<file path="config.mk">
export PLATFORM = sky130hd
export DESIGN_NAME = psm_monitor
export DESIGN_NICKNAME = d
export VERILOG_FILES = /design/src/hdl/psm_pkg.sv /design/src/hdl/psm_monitor.sv /design/src/hdl/psm_sec_tick.sv
export VERILOG_INCLUDE_DIRS = /design/src /design/src/hdl
export SDC_FILE = /design/constraint.sdc
export NUM_CORES = 2
export LEC_CHECK = 0
export BUFFER_PORTS_ARGS = -buffer_cell sky130_fd_sc_hd__buf_2
export CAP_MARGIN = 20
export CORE_MARGIN = 1.5
export CORE_UTILIZATION = 60
export CTS_BUF_LIST = sky130_fd_sc_hd__clkbuf_4 sky130_fd_sc_hd__clkbuf_8 sky130_fd_sc_hd__clkbuf_16
export CTS_CLUSTER_DIAMETER = 30
export DETAILED_ROUTE_END_ITERATION = 12
export PLACE_DENSITY = 0.8
export SYNTH_ARGS = -nofsm -noshare
export SYNTH_HDL_FRONTEND = slang
export SYNTH_SLANG_ARGS = --single-unit
</file>
<file path="constraint.sdc">
create_clock -name clk -period 22.5 [get_ports clk]
set_input_delay 4.5 -clock clk [delete_from_list [all_inputs] [get_ports clk]]
set_output_delay 4.5 -clock clk [all_outputs]
set_load 0.1 [all_outputs]
</file>
<file path="src/hdl/psm_params.svh">
`ifndef PSM_PARAMS_SVH
`define PSM_PARAMS_SVH
`define PSM_CLK_HZ 100000000
`define PSM_SEC_CYCLES (`PSM_CLK_HZ)
`define PSM_WIN_LEN 10
`define PSM_SES_DEN 1000
`define PSM_CNT_W 32
`define PSM_BIT_W 32
`endif

</file>
<file path="src/hdl/psm_pkg.sv">
`default_nettype none
package psm_pkg;
	typedef struct packed {
		logic frame_loss;
		logic signal_loss;
		logic link_down;
		logic remote_fault;
	} psm_alarm_t;
	typedef struct packed {
		logic severe;
		logic errored;
		logic alarmed;
		logic clean;
	} psm_class_t;
	typedef struct packed {
		logic [31:0] total_seconds;
		logic [31:0] unavailable_seconds;
		logic [31:0] available_seconds;
		logic [31:0] errored_second;
		logic [31:0] severely_errored_second;
		logic [31:0] alarm_second;
		logic [31:0] error_free_second;
	} psm_counts_t;
endpackage
`default_nettype wire

</file>
<file path="src/hdl/psm_monitor.sv">
// Notes on behaviour
// - Total seconds count every second except those flagged power fail.
// - Available equals total minus unavailable; items count only when available.
// - Errored second: available second with one or more pattern errors.
// - Severe second: error ratio at least 1e-3, frame or signal loss.
// - Alarm second: link down, remote fault or frame loss.
// - Ten severe/alarm seconds enter unavailability from the first one.
// - Ten non-severe seconds leave unavailability at the first one.
// - Pending seconds are counted provisionally, then recounted on decision.
// - Error-free second: available second with no error and no alarm (link down, remote fault, frame or signal loss).
`include "psm_params.svh"
`default_nettype none
module psm_monitor #(
	parameter int SEC_CYCLES = `PSM_SEC_CYCLES,
	parameter int WIN = `PSM_WIN_LEN
) (
	input wire logic clk,
	input wire logic reset,
	input wire logic meas_start,
	input wire logic power_fail,
	input wire logic bit_pulse,
	input wire logic err_pulse,
	input wire psm_pkg::psm_alarm_t alarm_in,
	output psm_pkg::psm_counts_t counts,
	output logic unavailable,
	output logic second_done
);
	typedef enum logic [1:0] {
		PSM_AVAIL = 2'b01,
		PSM_UNAVAIL = 2'b10
	} psm_state_t;

	// Cross pin-level inputs into clk domain
	logic [1:0] s_start, s_pf, s_bit, s_err;
	logic [3:0] s_alm0, s_alm1;
	logic bit_prev_q, err_prev_q;
	always_ff @(posedge clk) begin
		if (reset) begin
			s_start <= 2'b00;
			s_pf <= 2'b00;
			s_bit <= 2'b00;
			s_err <= 2'b00;
			s_alm0 <= 4'h0;
			s_alm1 <= 4'h0;
			bit_prev_q <= 1'b0;
			err_prev_q <= 1'b0;
		end else begin
			s_start <= {s_start[0], meas_start};
			s_pf <= {s_pf[0], power_fail};
			s_bit <= {s_bit[0], bit_pulse};
			s_err <= {s_err[0], err_pulse};
			s_alm0 <= alarm_in;
			s_alm1 <= s_alm0;
			bit_prev_q <= s_bit[1];
			err_prev_q <= s_err[1];
		end
	end
	psm_pkg::psm_alarm_t alm;
	assign alm = s_alm1;

	logic tick;
	psm_sec_tick #(.CYCLES(SEC_CYCLES)) u_tick (
		.clk(clk),
		.reset(reset | s_start[1]),
		.tick(tick)
	);

	function automatic logic [31:0] inc(input logic [31:0] v, input logic en);
		inc = v + {31'h0, en};
	endfunction

	function automatic logic [31:0] sub(input logic [31:0] v,
		input logic [4:0] n);
		sub = v - {27'h0, n};
	endfunction

	// Per-second accumulators; units count on rising edges so pulse width
	// does not matter, and the tick cycle's sample opens the new second
	logic [31:0] bits_q, bits_d, errs_q, errs_d;
	logic sloss_q, sloss_d, floss_q, floss_d, lnk_q, lnk_d, rf_q, rf_d;
	logic pf_q, pf_d, bit_rise, err_rise;
	psm_pkg::psm_class_t cls;
	always_comb begin
		bit_rise = s_bit[1] & !bit_prev_q;
		err_rise = s_err[1] & !err_prev_q;
		bits_d = inc(tick ? 32'h0 : bits_q, bit_rise);
		errs_d = inc(tick ? 32'h0 : errs_q, err_rise);
		sloss_d = (sloss_q & !tick) | alm.signal_loss;
		floss_d = (floss_q & !tick) | alm.frame_loss;
		lnk_d = (lnk_q & !tick) | alm.link_down;
		rf_d = (rf_q & !tick) | alm.remote_fault;
		pf_d = (pf_q & !tick) | s_pf[1];
		cls.errored = errs_q != 32'h0;
		cls.severe = (64'(errs_q) * `PSM_SES_DEN >= 64'(bits_q)
			&& errs_q != 32'h0) | floss_q | sloss_q;
		cls.alarmed = lnk_q | rf_q | floss_q;
		cls.clean = !(cls.errored | cls.severe | cls.alarmed);
	end
	always_ff @(posedge clk) begin
		if (reset | s_start[1]) begin
			bits_q <= 32'h0;
			errs_q <= 32'h0;
			{sloss_q, floss_q, lnk_q, rf_q, pf_q} <= 5'h0;
		end else begin
			bits_q <= bits_d;
			errs_q <= errs_d;
			{sloss_q, floss_q, lnk_q, rf_q, pf_q} <=
				{sloss_d, floss_d, lnk_d, rf_d, pf_d};
		end
	end

	// History of the pending run, newest at index 0
	psm_pkg::psm_class_t hist_q [WIN];
	psm_pkg::psm_class_t hist_d [WIN];
	psm_state_t st_q, st_d;
	logic [4:0] run_q, run_d;
	psm_pkg::psm_counts_t c_q, c_d;
	logic [4:0] n_err, n_sev, n_alm, n_clean;
	logic trig, flip;
	always_comb begin
		hist_d = hist_q;
		st_d = st_q;
		run_d = run_q;
		c_d = c_q;
		n_err = 5'h0;
		n_sev = 5'h0;
		n_alm = 5'h0;
		n_clean = 5'h0;
		trig = 1'b0;
		flip = 1'b0;
		if (tick && !pf_q) begin
			c_d.total_seconds = inc(c_q.total_seconds, 1'b1);
			for (int i = WIN - 1; i > 0; i--)
				hist_d[i] = hist_q[i - 1];
			hist_d[0] = cls;
			case (st_q)
				PSM_AVAIL: trig = cls.severe | cls.alarmed;
				PSM_UNAVAIL: trig = !cls.severe;
				default: trig = 1'b0;
			endcase
			run_d = trig ? run_q + 5'h1 : 5'h0;
			flip = trig && run_q == 5'(WIN - 1);
			// Provisional: count in current state until decided
			if (st_q == PSM_UNAVAIL) begin
				c_d.unavailable_seconds = inc(c_q.unavailable_seconds, 1'b1);
			end else begin
				c_d.errored_second = inc(c_q.errored_second, cls.errored);
				c_d.severely_errored_second =
					inc(c_q.severely_errored_second, cls.severe);
				c_d.alarm_second = inc(c_q.alarm_second, cls.alarmed);
				c_d.error_free_second = inc(c_q.error_free_second, cls.clean);
			end
			if (flip) begin
				for (int i = 0; i < WIN; i++) begin
					n_err = n_err + {4'h0, hist_d[i].errored};
					n_sev = n_sev + {4'h0, hist_d[i].severe};
					n_alm = n_alm + {4'h0, hist_d[i].alarmed};
					n_clean = n_clean + {4'h0, hist_d[i].clean};
				end
				run_d = 5'h0;
				// The run includes this second, already counted above
				if (st_q == PSM_AVAIL) begin
					st_d = PSM_UNAVAIL;
					c_d.unavailable_seconds =
						c_q.unavailable_seconds + 32'(WIN);
					c_d.errored_second = sub(c_d.errored_second, n_err);
					c_d.severely_errored_second =
						sub(c_d.severely_errored_second, n_sev);
					c_d.alarm_second = sub(c_d.alarm_second, n_alm);
					c_d.error_free_second =
						sub(c_d.error_free_second, n_clean);
				end else begin
					st_d = PSM_AVAIL;
					c_d.unavailable_seconds = sub(c_d.unavailable_seconds,
						5'(WIN));
					c_d.errored_second = c_q.errored_second + 32'(n_err);
					c_d.severely_errored_second =
						c_q.severely_errored_second + 32'(n_sev);
					c_d.alarm_second = c_q.alarm_second + 32'(n_alm);
					c_d.error_free_second =
						c_q.error_free_second + 32'(n_clean);
				end
			end
		end
		c_d.available_seconds =
			c_d.total_seconds - c_d.unavailable_seconds;
	end
	always_ff @(posedge clk) begin
		if (reset | s_start[1]) begin
			st_q <= PSM_AVAIL;
			run_q <= 5'h0;
			c_q <= '0;
			second_done <= 1'b0;
			for (int i = 0; i < WIN; i++)
				hist_q[i] <= '0;
		end else begin
			st_q <= st_d;
			run_q <= run_d;
			c_q <= c_d;
			second_done <= tick;
			hist_q <= hist_d;
		end
	end
	assign counts = c_q;
	// Bit 1 of the one-hot state is the unavailable flop itself
	assign unavailable = st_q[1];

	property p_avail;
		@(posedge clk) disable iff (reset)
		c_q.available_seconds == c_q.total_seconds - c_q.unavailable_seconds;
	endproperty
	a_avail: assert property (p_avail) else $error("avail mismatch");

	property p_total;
		@(posedge clk) disable iff (reset | s_start[1])
		(tick && !pf_q) |=>
		c_q.total_seconds == $past(c_q.total_seconds) + 32'h1;
	endproperty
	a_total: assert property (p_total) else $error("total not counted");

	property p_pf;
		@(posedge clk) disable iff (reset | s_start[1])
		(tick && pf_q) |=> $stable(c_q.total_seconds);
	endproperty
	a_pf: assert property (p_pf) else $error("power fail counted");

	property p_enter;
		@(posedge clk) disable iff (reset | s_start[1])
		(flip && st_q == PSM_AVAIL) |=> unavailable;
	endproperty
	a_enter: assert property (p_enter) else $error("no enter");

	property p_exit;
		@(posedge clk) disable iff (reset | s_start[1])
		(flip && st_q == PSM_UNAVAIL) |=> !unavailable;
	endproperty
	a_exit: assert property (p_exit) else $error("no exit");

	property p_unav_step;
		@(posedge clk) disable iff (reset | s_start[1])
		(tick && !pf_q && !flip && st_q == PSM_UNAVAIL) |=>
		c_q.unavailable_seconds == $past(c_q.unavailable_seconds) + 32'h1;
	endproperty
	a_unav_step: assert property (p_unav_step) else $error("unav step");

	property p_err_hold;
		@(posedge clk) disable iff (reset | s_start[1])
		!tick |=> $stable(c_q.errored_second);
	endproperty
	a_err_hold: assert property (p_err_hold) else $error("errored moved");

	property p_clean;
		@(posedge clk) disable iff (reset | s_start[1])
		(tick && !pf_q && !flip && st_q == PSM_AVAIL && cls.clean) |=>
		c_q.error_free_second == $past(c_q.error_free_second) + 32'h1;
	endproperty
	a_clean: assert property (p_clean) else $error("clean lost");

	property p_clear;
		@(posedge clk) disable iff (reset)
		s_start[1] |=> c_q.total_seconds == 32'h0;
	endproperty
	a_clear: assert property (p_clear) else $error("no clear");
endmodule
`default_nettype wire

</file>
<file path="src/hdl/psm_sec_tick.sv">
`include "psm_params.svh"
`default_nettype none
module psm_sec_tick #(
	parameter int CYCLES = `PSM_SEC_CYCLES
) (
	input wire logic clk,
	input wire logic reset,
	output logic tick
);
	logic [31:0] cnt_q;
	logic [31:0] cnt_d;
	logic tick_d;
	always_comb begin
		tick_d = (cnt_q == 32'(CYCLES - 1));
		cnt_d = tick_d ? 32'h0 : cnt_q + 32'h1;
	end
	always_ff @(posedge clk) begin
		if (reset) begin
			cnt_q <= 32'h0;
			tick <= 1'b0;
		end else begin
			cnt_q <= cnt_d;
			tick <= tick_d;
		end
	end
endmodule
`default_nettype wire

</file>
==> results.md <==
* Post-Place Cell Area at 36980 um2
* N_diodes at 0
* #FFs+latches synth at 388
* Setup tns final at 0 ps
* Fin. Hold Viols at 0
* Post-synth design cell area at 35720 um2
* R2R cell count at 48
* Top cells by area, synth: dfxtp_1 (22%), fa_1 (8.3%), ha_1 (7.9%), xnor2_1 (6.4%), nor2_1 (5.4%)
* Worst-path clk slew at ~50 ps
* WP buf/inv at 6
* Row cnt at 89
* CP Class: register to register
* P_leak at 16.30 nW
* Launch point of the worst reg-to-reg path: errs_q[4]
* Hold Path Sink: s_err[1]
* Wire per inst at 18.81 um
* Clock sink count at 388
* FILL cells at 4883
* Post-synth net total at approximately 5100
* Pwr Density at 55.49 nW/um2
* RSZ-0062 raised after global routing: false
* Vias in the first global route at 33560
* MaxCap Viol Count at 0
* Fin crit period at 14520 ps
* Final net count at 5194
* Rel. slew slack at 19.95%
* Count of cell types in the netlist at 91
* Synth Flop Type: dfxtp_1
* Worst-Skew Late Latency at ~640 ps
* Post-CTS setup buffers at 0
* Top Ports at around 240
* CP required at 23030 ps
* Yosys warnings at 0
* CP Max Fanout at 11
* Die width at 247.0 um
* Gp weighted congestion at around 0.96
* Clk root buf: clkbuf_16
* Final Cell Area at 40360 um2
* Antenna violations before repair at 1
* Routed vias/inst at 6.276
* Htree depth at 3
* Fmax at 68.85 MHz
* Share of cells above drive strength 1 at 10.15%
* Hold_buf cts at 0
* Period utilization at 64.55%
* Largest net degree at the start of global routing at 151
* Mapped Avg Cell Area at 7.517 um2
* Setup slack after layout at between 7000 and 8000 ps
* Slowest stage delay, CP at 770 ps
* Drt first pass iters at 6
* Slew Limit Fails at 0
* Pre-CTS setup slack at 8394 ps
* Port Buffers at 235
* Area added between synthesis and finish at 13.01%
* Critical path endpoint category: register
* Drt initial violations at roughly 2900
* Post-cts repair resize count at 0
* Overflow after GRT at 0
* Full die area at between 60000 and 70000 um2
* CP arrival at 15050 ps
* Startpoint types: register
* Total global-route track usage at 34.27%
* CTS buffer count at 93
* Min-delay worst type: register to register
* Top cells by count, synth: nor2_1 (518), nand2_1 (475), dfxtp_1 (388)
* Cells after synthesis at 4751
* Dpl cells at 5488
* Minimum hold slack at 431.6 ps
* Worst reg2reg setup slack at 7980 ps
* Initial core utilization at 60.63%
* Worst hold path depth at 1
* Async SR Flop Fraction at 0%
* Hold_sp: s_err[0]
* Terminus of the critical flop-to-flop path: counts[93]
* First-pass GRT wire length at 171.1 mm
* Total power at 2.240 mW
* Slew at the pin with the worst max-slew slack at around 1200 ps
* Final wirelength at 106.5 mm
* Synth area leader: dfxtp_1
* Fin Clk Skew at 39.78 ps
* Worst vdd ir at 0.09764 mV
* Final ANT Viol Nets at 0
* Fin util at 68.52%
* Layout Cells excl Fill at ~5700
* Most frequent cell after synthesis: nor2_1
* Post-synthesis sequential area ratio at 21.75%
* CP delay by family, top: simple AND/OR/NAND/NOR gates
* DP HPWL at 74.08 mm
* Core footprint at 58910 um2
* Most used cell, CP: fa_1
* Crit-path slowest cell: a2111oi_0
* # setup viols final at 0
* DRC errors left at 0
* Die Span Y at 247.0 um
* CTS tree: done
* Synth top area share at approximately 22%
* EDFF count, synth at 0
* Max clock buf depth at 3
* Detailed-route via count at 35520
* Status: complete, no violations
## worst max path at each step
stage | start | endpoint | slack (ps) | cells after the start
2_1_floorplan | errs_q[1] | counts[93] | 10080 | 46
3_3_place_gp | errs_q[3] | counts[93] | 8730 | 46
3_5_place_dp | errs_q[3] | counts[93] | 8390 | 46
4_1_cts | errs_q[4] | counts[93] | 8280 | 48
5_1_grt | errs_q[4] | counts[93] | 7130 | 48
6_report | errs_q[4] | counts[93] | 7980 | 48
## metal layers
metal | global-route usage, % | wire length, um | up-vias
met4 | 17.45 | 5303 | 2
met5 | 0 | 7 | -
li1 | - | - | 16800
met2 | 56.24 | 49200 | 1637
met3 | 7.141 | 9208 | 349
met1 | 42.37 | 42760 | 16730
## kinds of logic (layout without fill, tap and decap cells)
| family | after synthesis | in the layout | synth area share, % |
|---|---|---|---|
| mux | 34 | 34 | 0.9809 |
| fa+ha+maj | 374 | 374 | 16.21 |
| flops | 388 | 388 | 21.75 |
| simple gates | 1931 | 1931 | 26.33 |
| buf+inv | 609 | 745 | 6.586 |
| xor+xnor | 418 | 418 | 10.29 |
| compound gates | 997 | 997 | 17.85 |
## registers in the layout (all words and copies together), names as in the netlist, 2 cells and up
name and cells:
alm 4, bits_q 32, counts 224, errs_q 32
hist_q 36, run_q 5, s_alm0 4, s_bit 2
s_err 2, s_pf 2, s_start 2, st_q 2
u_tick.cnt_q 32
## power breakdown
part	switching, mW	internal (mW)
logic	0.0692	0.0373
clock network	0.447	0.993
registers	0.00170	0.692
total	0.518	1.72
## layout by cell type (no fill, tap or decap), types with 154 or more instances in the layout
cell / netlist / final
buf_2: 40 / 235
inv_1: 308 / 307
a21oi_1: 319 / 319
o21ai_0: 207 / 207
ha_1: 226 / 224
xnor2_1: 263 / 263
nand2_1: 475 / 475
dfxtp_1: 388 / 388
xor2_1: 154 / 154
nor2_1: 518 / 516
nand3_1: 204 / 203
## layout make-up
cell class | count | area, um2 | share of cell area, %
Multi-Input combinational cell | 3754 | 25680 | 63.63
Sequential cell | 388 | 7767 | 19.24
Clock buffer | 116 | 2605 | 6.454
Timing Repair Buffer | 263 | 1399 | 3.466
Inverter | 310 | 1164 | 2.883
Tap cell | 773 | 967.2 | 2.396
Clock inverter | 56 | 777.0 | 1.925
(Power assumes the default switching activity.)
